--- src/hdl/pmt_regs.svh ---
`ifndef PMT_REGS_SVH
`define PMT_REGS_SVH
// How it works
// - Timer runs from instruction clock through prescaler
// - Counter counts up from zero each tick
// - Prescaler divides by 1, 4 or 16
// - Count equal to period gives match pulse
// - Match zeroes counter and steps postscaler
// - Software reads and writes count and period
// - Reset clears count, period becomes all ones
// - Resets and count/control writes clear scalers
// - Control write keeps the count value
// - Postscaler completion sets sticky match flag
// - Postscale ratio 1:1 to 1:16
// - Interrupt only while match enable set
// - Unscaled match goes to capture/PWM units
// - Match can clock the serial port
// - Sleep stops counting, values hold

// Register byte offsets
`define PMT_OFS_COUNT   8'h00
`define PMT_OFS_PERIOD  8'h04
`define PMT_OFS_CONTROL 8'h08
`define PMT_OFS_STATUS  8'h0C
`define PMT_OFS_MASK    8'h10
// Control field positions
`define PMT_CTL_PRE_LSB  0
`define PMT_CTL_PRE_MSB  1
`define PMT_CTL_ON_BIT   2
`define PMT_CTL_POST_LSB 3
`define PMT_CTL_POST_MSB 6
// Status and mask field position
`define PMT_IRQ_MATCH_BIT 0
// Reset values
`define PMT_RST_COUNT   8'h00
`define PMT_RST_PERIOD  8'hFF
`define PMT_RST_CONTROL 7'h00
// Oscillator cycles per instruction cycle
`define PMT_OSC_PER_INSTR 4
`endif

--- src/hdl/pmt_pkg.sv ---
package pmt_pkg;
  // Prescaler ratio select
  typedef enum logic [1:0] {
    PMT_DIV1,
    PMT_DIV4,
    PMT_DIV16,
    PMT_DIV16_ALT
  } pmt_prescale_type;
  // Byte wide timer value
  typedef logic [7:0] pmt_byte_type;
endpackage : pmt_pkg

--- src/hdl/pmt_prescaler.sv ---
module pmt_prescaler
  import pmt_pkg::*;
(
  input  wire logic                      ref_clk,  // Clock
  input  wire logic                      resetn,   // Sync reset
  input  wire logic                      clkEn,    // Clock enable
  input  wire logic                      clear,    // Zero the divider
  input  wire logic                      tickIn,   // Instruction tick
  input  wire pmt_pkg::pmt_prescale_type sel,      // Ratio select
  output logic                           tickOut   // Divided tick
);
  import pmt_pkg::*;

  logic [3:0] cnt_r;  // Divider count
  logic [3:0] cnt_nxt;
  logic [3:0] mask;   // Terminal pattern

  // ***************************************************
  // Ratio decode and next count
  // ***************************************************
  always_comb begin
    unique case (sel)
      PMT_DIV1: mask = 4'h0;  // Direct input
      PMT_DIV4: mask = 4'h3;
      default:  mask = 4'hF;  // Both upper codes divide by 16
    endcase
    tickOut = tickIn && ((cnt_r & mask) == mask);
    cnt_nxt = cnt_r;
    if (clear) begin
      cnt_nxt = 4'h0;
    end else if (tickIn) begin
      cnt_nxt = cnt_r + 4'h1;
    end
  end

  // Register the divider
  always_ff @(posedge ref_clk) begin
    if (!resetn) begin
      cnt_r <= 4'h0;
    end else if (clkEn) begin
      cnt_r <= cnt_nxt;
    end
  end
endmodule : pmt_prescaler

--- src/hdl/pmt_postscaler.sv ---
module pmt_postscaler (
  input  wire logic       ref_clk,  // Clock
  input  wire logic       resetn,   // Sync reset
  input  wire logic       clkEn,    // Clock enable
  input  wire logic       clear,    // Zero the counter
  input  wire logic       matchIn,  // Unscaled match
  input  wire logic [3:0] sel,      // Ratio minus one
  output logic            done      // One pulse per sel+1 matches
);
  logic [3:0] cnt_r;  // Matches seen
  logic [3:0] cnt_nxt;

  // ***************************************************
  // Count matches, wrap at the selected ratio
  // ***************************************************
  always_comb begin
    done    = matchIn && (cnt_r >= sel);
    cnt_nxt = cnt_r;
    if (clear) begin
      cnt_nxt = 4'h0;
    end else if (done) begin
      cnt_nxt = 4'h0;
    end else if (matchIn) begin
      cnt_nxt = cnt_r + 4'h1;
    end
  end

  // Register the counter
  always_ff @(posedge ref_clk) begin
    if (!resetn) begin
      cnt_r <= 4'h0;
    end else if (clkEn) begin
      cnt_r <= cnt_nxt;
    end
  end
endmodule : pmt_postscaler

--- src/hdl/pmt_timer.sv ---
// Local design decisions: the address map and the APB slave port.
`include "pmt_regs.svh"

module pmt_timer (
  input  wire logic        ref_clk,      // 50 MHz oscillator clock
  input  wire logic        resetn,       // Sync device reset
  input  wire logic        clkEn,        // Freezes all state when low
  input  wire logic        sleepMode,    // Processor asleep
  input  wire logic        psel,         // APB select
  input  wire logic        penable,      // APB enable
  input  wire logic        pwrite,       // APB direction
  input  wire logic [7:0]  paddr,        // APB byte address
  input  wire logic [31:0] pwdata,       // APB write data
  output logic      [31:0] prdata,       // APB read data
  output logic             pready,       // APB ready
  output logic             pslverr,      // APB error
  output logic             matchPulse,   // Unscaled match
  output logic             spiShiftClk,  // Serial port shift clock
  output logic             irq           // Level interrupt
);
  import pmt_pkg::*;

  // ***************************************************
  // Declarations
  // ***************************************************
  logic [1:0]       phase_r;       // Oscillator phase
  logic [1:0]       phase_nxt;
  logic             instrTick;     // One per instruction cycle
  pmt_byte_type     count_r;       // Timer count
  pmt_byte_type     count_nxt;
  pmt_byte_type     period_r;      // Period value
  pmt_byte_type     period_nxt;
  pmt_prescale_type preSel_r;      // Prescale select
  pmt_prescale_type preSel_nxt;
  logic             timerOn_r;     // Run enable
  logic             timerOn_nxt;
  logic [3:0]       postSel_r;     // Postscale select
  logic [3:0]       postSel_nxt;
  logic             irqFlag_r;     // Sticky match flag
  logic             irqFlag_nxt;
  logic             irqEn_r;       // Match interrupt enable
  logic             irqEn_nxt;
  logic [31:0]      prdata_r;      // Read data register
  logic [31:0]      prdata_nxt;
  logic             match_r;       // Registered match
  logic             match_nxt;
  logic             spiClk_r;      // Shift clock toggle
  logic             spiClk_nxt;
  logic             running;       // Tick allowed to prescaler
  logic             cntTick;       // Prescaled counter tick
  logic             isMatch;       // Count equals period
  logic             postDone;      // Postscaler completion
  logic             apbWr;         // Write in access phase
  logic             apbSetup;      // Setup phase
  logic             wrCount;       // Write to count
  logic             wrPeriod;      // Write to period
  logic             wrCtrl;        // Write to control
  logic             wrStatus;      // Write to status
  logic             wrMask;        // Write to mask
  logic             scalerClr;     // Clears both scalers

  // Decode whether a byte address holds a register
  function automatic logic addrValid(input logic [7:0] a);
    addrValid = (a == `PMT_OFS_COUNT)   || (a == `PMT_OFS_PERIOD) ||
                (a == `PMT_OFS_CONTROL) || (a == `PMT_OFS_STATUS) ||
                (a == `PMT_OFS_MASK);
  endfunction : addrValid

  // ***************************************************
  // APB decode
  // ***************************************************
  always_comb begin
    apbSetup  = psel && !penable;
    apbWr     = psel && penable && pwrite && addrValid(paddr);
    wrCount   = apbWr && (paddr == `PMT_OFS_COUNT);
    wrPeriod  = apbWr && (paddr == `PMT_OFS_PERIOD);
    wrCtrl    = apbWr && (paddr == `PMT_OFS_CONTROL);
    wrStatus  = apbWr && (paddr == `PMT_OFS_STATUS);
    wrMask    = apbWr && (paddr == `PMT_OFS_MASK);
    scalerClr = wrCount || wrCtrl;
    pready    = 1'b1;               // Always zero wait states
    pslverr   = psel && penable && !addrValid(paddr);
  end

  // ***************************************************
  // Instruction clock from oscillator
  // ***************************************************
  always_comb begin
    phase_nxt = phase_r + 2'd1;
    instrTick = (phase_r == 2'(`PMT_OSC_PER_INSTR - 1));
    // Sleep stops the timer clock
    running   = instrTick && timerOn_r && !sleepMode;
  end

  // Register phase
  always_ff @(posedge ref_clk) begin
    if (!resetn) begin
      phase_r <= 2'd0;
    end else if (clkEn) begin
      phase_r <= phase_nxt;
    end
  end

  // ***************************************************
  // Prescaler and postscaler
  // ***************************************************
  pmt_prescaler u_pre (
    .ref_clk (ref_clk),
    .resetn  (resetn),
    .clkEn   (clkEn),
    .clear   (scalerClr),
    .tickIn  (running),
    .sel     (preSel_r),
    .tickOut (cntTick)
  );

  // Match compare on every counter tick
  assign isMatch = cntTick && (count_r == period_r);

  pmt_postscaler u_post (
    .ref_clk (ref_clk),
    .resetn  (resetn),
    .clkEn   (clkEn),
    .clear   (scalerClr),
    .matchIn (isMatch),
    .sel     (postSel_r),
    .done    (postDone)
  );

  // ***************************************************
  // Counter, period and control next values
  // ***************************************************
  always_comb begin
    count_nxt   = count_r;
    period_nxt  = period_r;
    preSel_nxt  = preSel_r;
    timerOn_nxt = timerOn_r;
    postSel_nxt = postSel_r;
    if (wrCount) begin
      count_nxt = pwdata[7:0];
    end else if (isMatch) begin
      count_nxt = `PMT_RST_COUNT;
    end else if (cntTick) begin
      count_nxt = count_r + 8'h01;
    end
    // Period only changes by software
    if (wrPeriod) begin
      period_nxt = pwdata[7:0];
    end
    // Control write leaves the count alone
    if (wrCtrl) begin
      preSel_nxt  = pmt_prescale_type'(
        pwdata[`PMT_CTL_PRE_MSB:`PMT_CTL_PRE_LSB]);
      timerOn_nxt = pwdata[`PMT_CTL_ON_BIT];
      postSel_nxt = pwdata[`PMT_CTL_POST_MSB:`PMT_CTL_POST_LSB];
    end
  end

  // Register counter, period and control
  always_ff @(posedge ref_clk) begin
    if (!resetn) begin
      count_r   <= `PMT_RST_COUNT;
      period_r  <= `PMT_RST_PERIOD;
      preSel_r  <= PMT_DIV1;
      timerOn_r <= 1'b0;
      postSel_r <= 4'h0;
    end else if (clkEn) begin
      count_r   <= count_nxt;
      period_r  <= period_nxt;
      preSel_r  <= preSel_nxt;
      timerOn_r <= timerOn_nxt;
      postSel_r <= postSel_nxt;
    end
  end

  // ***************************************************
  // Interrupt flag, enable and match outputs
  // ***************************************************
  always_comb begin
    irqFlag_nxt = irqFlag_r;
    irqEn_nxt   = irqEn_r;
    // Write one clears, but a new completion wins
    if (wrStatus && pwdata[`PMT_IRQ_MATCH_BIT]) begin
      irqFlag_nxt = 1'b0;
    end
    if (postDone) begin
      irqFlag_nxt = 1'b1;
    end
    if (wrMask) begin
      irqEn_nxt = pwdata[`PMT_IRQ_MATCH_BIT];
    end
    match_nxt  = isMatch;
    // Serial shift clock is match divided by two
    spiClk_nxt = spiClk_r ^ isMatch;
  end

  // Register flag, enable and match outputs
  always_ff @(posedge ref_clk) begin
    if (!resetn) begin
      irqFlag_r <= 1'b0;
      irqEn_r   <= 1'b0;
      match_r   <= 1'b0;
      spiClk_r  <= 1'b0;
    end else if (clkEn) begin
      irqFlag_r <= irqFlag_nxt;
      irqEn_r   <= irqEn_nxt;
      match_r   <= match_nxt;
      spiClk_r  <= spiClk_nxt;
    end
  end

  assign matchPulse  = match_r;
  assign spiShiftClk = spiClk_r;
  assign irq         = irqFlag_r && irqEn_r;

  // ***************************************************
  // Read data, captured in the setup phase
  // ***************************************************
  always_comb begin
    prdata_nxt = prdata_r;
    if (apbSetup) begin
      prdata_nxt = 32'h0000_0000;
      unique case (paddr)
        `PMT_OFS_COUNT:   prdata_nxt[7:0] = count_r;
        `PMT_OFS_PERIOD:  prdata_nxt[7:0] = period_r;
        `PMT_OFS_CONTROL: begin
          prdata_nxt[`PMT_CTL_PRE_MSB:`PMT_CTL_PRE_LSB]   = preSel_r;
          prdata_nxt[`PMT_CTL_ON_BIT]                     = timerOn_r;
          prdata_nxt[`PMT_CTL_POST_MSB:`PMT_CTL_POST_LSB] = postSel_r;
        end
        `PMT_OFS_STATUS:  prdata_nxt[`PMT_IRQ_MATCH_BIT] = irqFlag_r;
        `PMT_OFS_MASK:    prdata_nxt[`PMT_IRQ_MATCH_BIT] = irqEn_r;
        default:          prdata_nxt = 32'h0000_0000;  // Unmapped
      endcase
    end
  end

  // Register read data
  always_ff @(posedge ref_clk) begin
    if (!resetn) begin
      prdata_r <= 32'h0000_0000;
    end else if (clkEn) begin
      prdata_r <= prdata_nxt;
    end
  end

  assign prdata = prdata_r;
endmodule : pmt_timer

--- config.mk ---
export PLATFORM = sky130hd
export DESIGN_NAME = pmt_timer
export DESIGN_NICKNAME = d
export VERILOG_FILES = /design/src/hdl/pmt_pkg.sv /design/src/hdl/pmt_prescaler.sv /design/src/hdl/pmt_postscaler.sv /design/src/hdl/pmt_timer.sv
export VERILOG_INCLUDE_DIRS = /design/src /design/src/hdl
export SDC_FILE = /design/constraint.sdc
export NUM_CORES = 1
export LEC_CHECK = 0
export ABC_AREA = 1
export BUFFER_PORTS_ARGS = -buffer_cell sky130_fd_sc_hd__buf_2
export CAP_MARGIN = 10
export CORE_MARGIN = 1
export CORE_UTILIZATION = 48
export CTS_CLUSTER_SIZE = 28
export DETAILED_ROUTE_END_ITERATION = 10
export GPL_ROUTABILITY_DRIVEN = 0
export HOLD_SLACK_MARGIN = 0.02
export PLACE_DENSITY_LB_ADDON = 0.2
export SYNTH_ARGS = -nofsm -noshare
export SYNTH_HDL_FRONTEND = slang
export SYNTH_HIERARCHICAL = 1
export SYNTH_SLANG_ARGS = --single-unit
--- constraint.sdc ---
create_clock -name ref_clk -period 1.8 [get_ports ref_clk]
set_input_delay 0 -clock ref_clk [delete_from_list [all_inputs] [get_ports ref_clk]]
set_output_delay 0 -clock ref_clk [all_outputs]
set_load 0.01 [all_outputs]
==> load_flow_metrics.sql <==
INSERT INTO impl_metrics (metric_group, metric, value, unit) VALUES
('timing', 'fin_tns_setup', '-1.01', 'ns'),
('power', 'seq_power_share', '52.0', '%'),
('timing', 'fin_skew', '0.00843', 'ns'),
('critical_path', 'end_kind', 'register', ''),
('timing', 'rsz_0062_raised_after_global_routing', 'yes', ''),
('power', 'clockPowerShare', '38.8', '%'),
('grt', 'first_global_vias', '2684', ''),
('power', 'power.leakage', '0.00177', 'µW'),
('synth', 'synthesis.instances', '478', ''),
('routing', 'detailedRoute.firstPassIterationCount', '5', ''),
('critical_path', 'worstSetupStartpointType', 'register', ''),
('routing', 'routed_wirelength', '7550', 'µm'),
('synth', 'yosysSeqAreaShare', '29.6', '%'),
('power', 'ir_worst_vdd', '0.320', 'mV'),
('timing', 'period_needed', '1.95', 'ns'),
('die', 'die_y', '81.6', 'µm'),
('critical_path', 'cp.buffers_inverters', '1', ''),
('die', 'die_width', '81.6', 'µm'),
('final_layout', 'final_nets', '587', ''),
('final_layout', 'insertedDiodeCount', '0', ''),
('run_status', 'violated_checks', 'setup timing', ''),
('routing', 'drt_drc_violations_left', '0', ''),
('timing', 'finalSetupViolations', '14', ''),
('critical_path', 'crit_arrival', '2.19', 'ns'),
('critical_path', 'crit_path_cell_trace', 'ha_4 -> nand2_2 -> nor2_2 -> nand2_1 -> a21oi_2 -> inv_2 -> a21oi_2 -> nand3_1 -> nor3_2 -> o21a_2 -> nand2_2 -> a21oi_2 -> o21ai_1 -> a21oi_1', ''),
('power', 'p_sw_share', '24.4', '%'),
('power', 'combinationalPowerShare', '9.2', '%'),
('timing', 'crit_path_setup_slack_layout', '-0.153', 'ns'),
('cts', 'numCtsBuffers', '5', ''),
('synth', 'ys.flop_type', 'sky130_fd_sc_hd__dfxtp_1', ''),
('synth', 'avgSynthCellArea', '6.36', 'µm²'),
('final_layout', 'fillers', '588', ''),
('power', 'total_chip_power', '1940', 'µW'),
('timing', 'final_hold_viol_count', '0', ''),
('timing', 'max_clk_rate', '512', 'MHz'),
('cts', 'clock_tree.root_cell', 'sky130_fd_sc_hd__clkbuf_8', ''),
('die', 'design.portCount', '84', ''),
('min_path', 'hold_start', 'resetn', ''),
('routing', 'detail_route.iter0.violations', '313', ''),
('grt', 'aggregate_global_routing_overflow', '0', ''),
('grt', 'antenna_found_initial', '0', ''),
('min_path', 'timing.hold.worst_path_depth', '2', ''),
('critical_path', 'crit_required', '2.03', 'ns'),
('routing', 'ant_nets', '0', ''),
('placed_design', 'numPortBuffers', '34', ''),
('die', 'core_region_area', '6030', 'µm²'),
('timing', 'final_min_period_over_clock_period', '108', '%'),
('critical_path', 'critPathLaunch', 'phase_r[1]$_SDFFE_PN0P_', ''),
('critical_path', 'timing.reg2reg.worst_path_depth', '14', ''),
('grt', 'grt_first_pass_wirelength', '12500', 'µm'),
('power', 'internal_power', '1470', 'µW'),
('synth', 'post_synth_num_cell_types', '35', ''),
('min_path', 'holdPathEnd', 'period_r[2]$_SDFFE_PN1P_', ''),
('power', 'power_switching', '473', 'µW'),
('job', 'timing.max_cap.violations', '0', ''),
('die', 'placement_rows', '28', ''),
('critical_path', 'critical-path-slowest-cell', 'sky130_fd_sc_hd__dfxtp_2', ''),
('run_status', 'run_status', 'complete, but fails checks', ''),
('synth', 'number_of_enable_type_register_cells_in_the_synthesized_netlist', '0', ''),
('critical_path', 'reg2reg_to', 'u_post/cnt_r[3]$_SDFFE_PN0P_', ''),
('routing', 'routed_vias_inst', '4.91', ''),
('cts', 'clock_sinks', '45', ''),
('final_layout', 'stdcell_area', '3530', 'µm²'),
('final_layout', 'drive_above_1_share', '19.5', '%'),
('final_layout', 'p_r_area_growth_vs_syn', '15.9', '%'),
('power', 'cellPowerDensity', '550', 'nW/µm²'),
('cts', 'clk_pin_slew', '0.08', 'ns'),
('critical_path', 'critPathMaxStageDelay', '0.36', 'ns'),
('die', 'floorplan.initialDensity', '50.5', '%'),
('critical_path', 'origin_of_the_critical_flop_to_flop_path', 'phase_r[1]$_SDFFE_PN0P_', ''),
('timing', 'final_max_slew_viol_count', '0', '');
==> flip-flops by register name, indices dropped and copies added, names as in the netlist <==
signal / count
irqFlag_r: 1
u_post/cnt_r: 4
postSel_r: 4
u_pre/cnt_r: 4
phase_r: 2
timerOn_r: 1
prdata: 8
matchPulse: 1
spiShiftClk: 1
preSel_r: 2
irqEn_r: 1
count_r: 8
period_r: 8
==> metal layers <==
metal	global-route usage (%)	vias to the layer above	routed length (µm)	part of all wire, %
met2	39.1	90	3500	46
met4	6.84	0	196	2.6
met3	4.22	21	348	4.6
met5	0	-	0	0
li1	-	1529	-	-
met1	33.6	1339	3510	46
==> cells in the final DEF (no fill, tap or decap) <==
cell type	synthesis	final
sky130_fd_sc_hd__nand2_1	148	144
sky130_fd_sc_hd__nor2_1	64	61
sky130_fd_sc_hd__inv_1	59	57
sky130_fd_sc_hd__dfxtp_1	45	43
sky130_fd_sc_hd__buf_2	1	34
sky130_fd_sc_hd__nand3_1	34	33
sky130_fd_sc_hd__conb_1	2	25
sky130_fd_sc_hd__a21oi_1	24	17
sky130_fd_sc_hd__buf_4	29	15
sky130_fd_sc_hd__nand2_2	6	9
sky130_fd_sc_hd__o21ai_0	9	9
sky130_fd_sc_hd__dlygate4sd3_1	0	9
sky130_fd_sc_hd__a21oi_2	0	7
sky130_fd_sc_hd__nor2_2	4	7
sky130_fd_sc_hd__ha_1	8	7
sky130_fd_sc_hd__inv_2	3	5
sky130_fd_sc_hd__xor2_1	5	5
sky130_fd_sc_hd__clkbuf_8	0	5
sky130_fd_sc_hd__xnor2_1	4	4
sky130_fd_sc_hd__nand2_4	3	4
sky130_fd_sc_hd__nor2_4	3	3
sky130_fd_sc_hd__nand4_4	3	3
sky130_fd_sc_hd__nor3_1	4	3
sky130_fd_sc_hd__nand4_1	3	3
sky130_fd_sc_hd__o21ai_1	3	3
sky130_fd_sc_hd__nor3_2	1	2
sky130_fd_sc_hd__nor3_4	2	2
sky130_fd_sc_hd__dfxtp_2	0	2
sky130_fd_sc_hd__nand3b_1	1	1
sky130_fd_sc_hd__o211ai_1	1	1
sky130_fd_sc_hd__and3_1	1	1
sky130_fd_sc_hd__nor2b_1	1	1
sky130_fd_sc_hd__nand3_2	0	1
sky130_fd_sc_hd__clkinv_4	1	1
sky130_fd_sc_hd__a22o_1	1	1
sky130_fd_sc_hd__ha_4	0	1
sky130_fd_sc_hd__clkinv_2	0	1
sky130_fd_sc_hd__bufinv_16	0	1
sky130_fd_sc_hd__o21a_2	1	1
==> synthesized netlist by cell type (all sizes together) (2+ instances only) <==
cell type	count	area share, %
dfxtp	45	30
nand2	157	21
xnor2	4	1.2
clkbuf	2	0.29
nand3	34	5.6
inv	62	7.7
a21oi	24	3.9
nand4	6	2.7
conb	2	0.25
o21ai	12	2.0
xor2	5	1.4
nor2	71	9.8
ha	8	3.3
buf	32	7.8
nor3	7	2.1
==> area by class of cell <==
type | count | share of cell area, %
Timing Repair Buffer | 58 | 10.6
Tap cell | 75 | 2.66
Sequential cell | 45 | 25.6
Clock buffer | 5 | 1.95
Clock inverter | 2 | 0.994
Inverter | 63 | 6.85
Multi-Input combinational cell | 359 | 51.3
==> repair_timing <==
item,in CTS,in global routing
resized for setup,10,11
endpoints found under the hold margin,15,0
setup buffers,2,0
pin swaps,15,7
endpoints found under the setup margin,7,15
hold buffers,9,0
==> power groups by stage <==
stage / sequential (µW) / clock [µW] / combinational (µW)
floorplan: 1030 / 0 / 132
finish: 1010 / 753 / 179
global route: 1010 / 809 / 202
CTS: 1010 / 767 / 175
global placement: 1030 / 0 / 157
detailed placement: 1030 / 0 / 159
==> through the flow <==
| step | hold WS, ns | util [%] | instances | setup WS (ns) |
|---|---|---|---|---|
| floorplan | 0.0911 | - | 501 | 0.000501 |
| global route | 0.0314 | 58.5 | 607 | -0.308 |
| detailed placement | 0.231 | 53.9 | 589 | -0.134 |
| finish | 0.0268 | 58.5 | 607 | -0.153 |
| global placement | 0.220 | 53.9 | 589 | -0.0878 |
| CTS | 0.0253 | 57.9 | 607 | -0.135 |
==> worst max path at each step <==
stage                                   end  slack [ns]  cells after the start
2_1_floorplan  u_post/cnt_r[2]$_SDFFE_PN0P_      0.0005                     14
3_3_place_gp   u_post/cnt_r[2]$_SDFFE_PN0P_       -0.09                     14
3_5_place_dp   u_post/cnt_r[2]$_SDFFE_PN0P_       -0.13                     14
4_1_cts        u_post/cnt_r[2]$_SDFFE_PN0P_       -0.14                     14
5_1_grt        u_post/cnt_r[0]$_SDFFE_PN0P_       -0.31                     14
6_report       u_post/cnt_r[3]$_SDFFE_PN0P_       -0.15                     14
==> logic make-up after synthesis <==
group,Yosys count,synth area share (%)
DFF,45,29.6
AOI/OAI and AO/OA,39,6.75
and+or+nand+nor,278,41.5
adders and majority gates,8,3.29
xor gates and xnor gates,9,2.59
buffers and inverters,97,16.0
other,2,0.247
No activity file was read; power rests on OpenSTA's default activity.
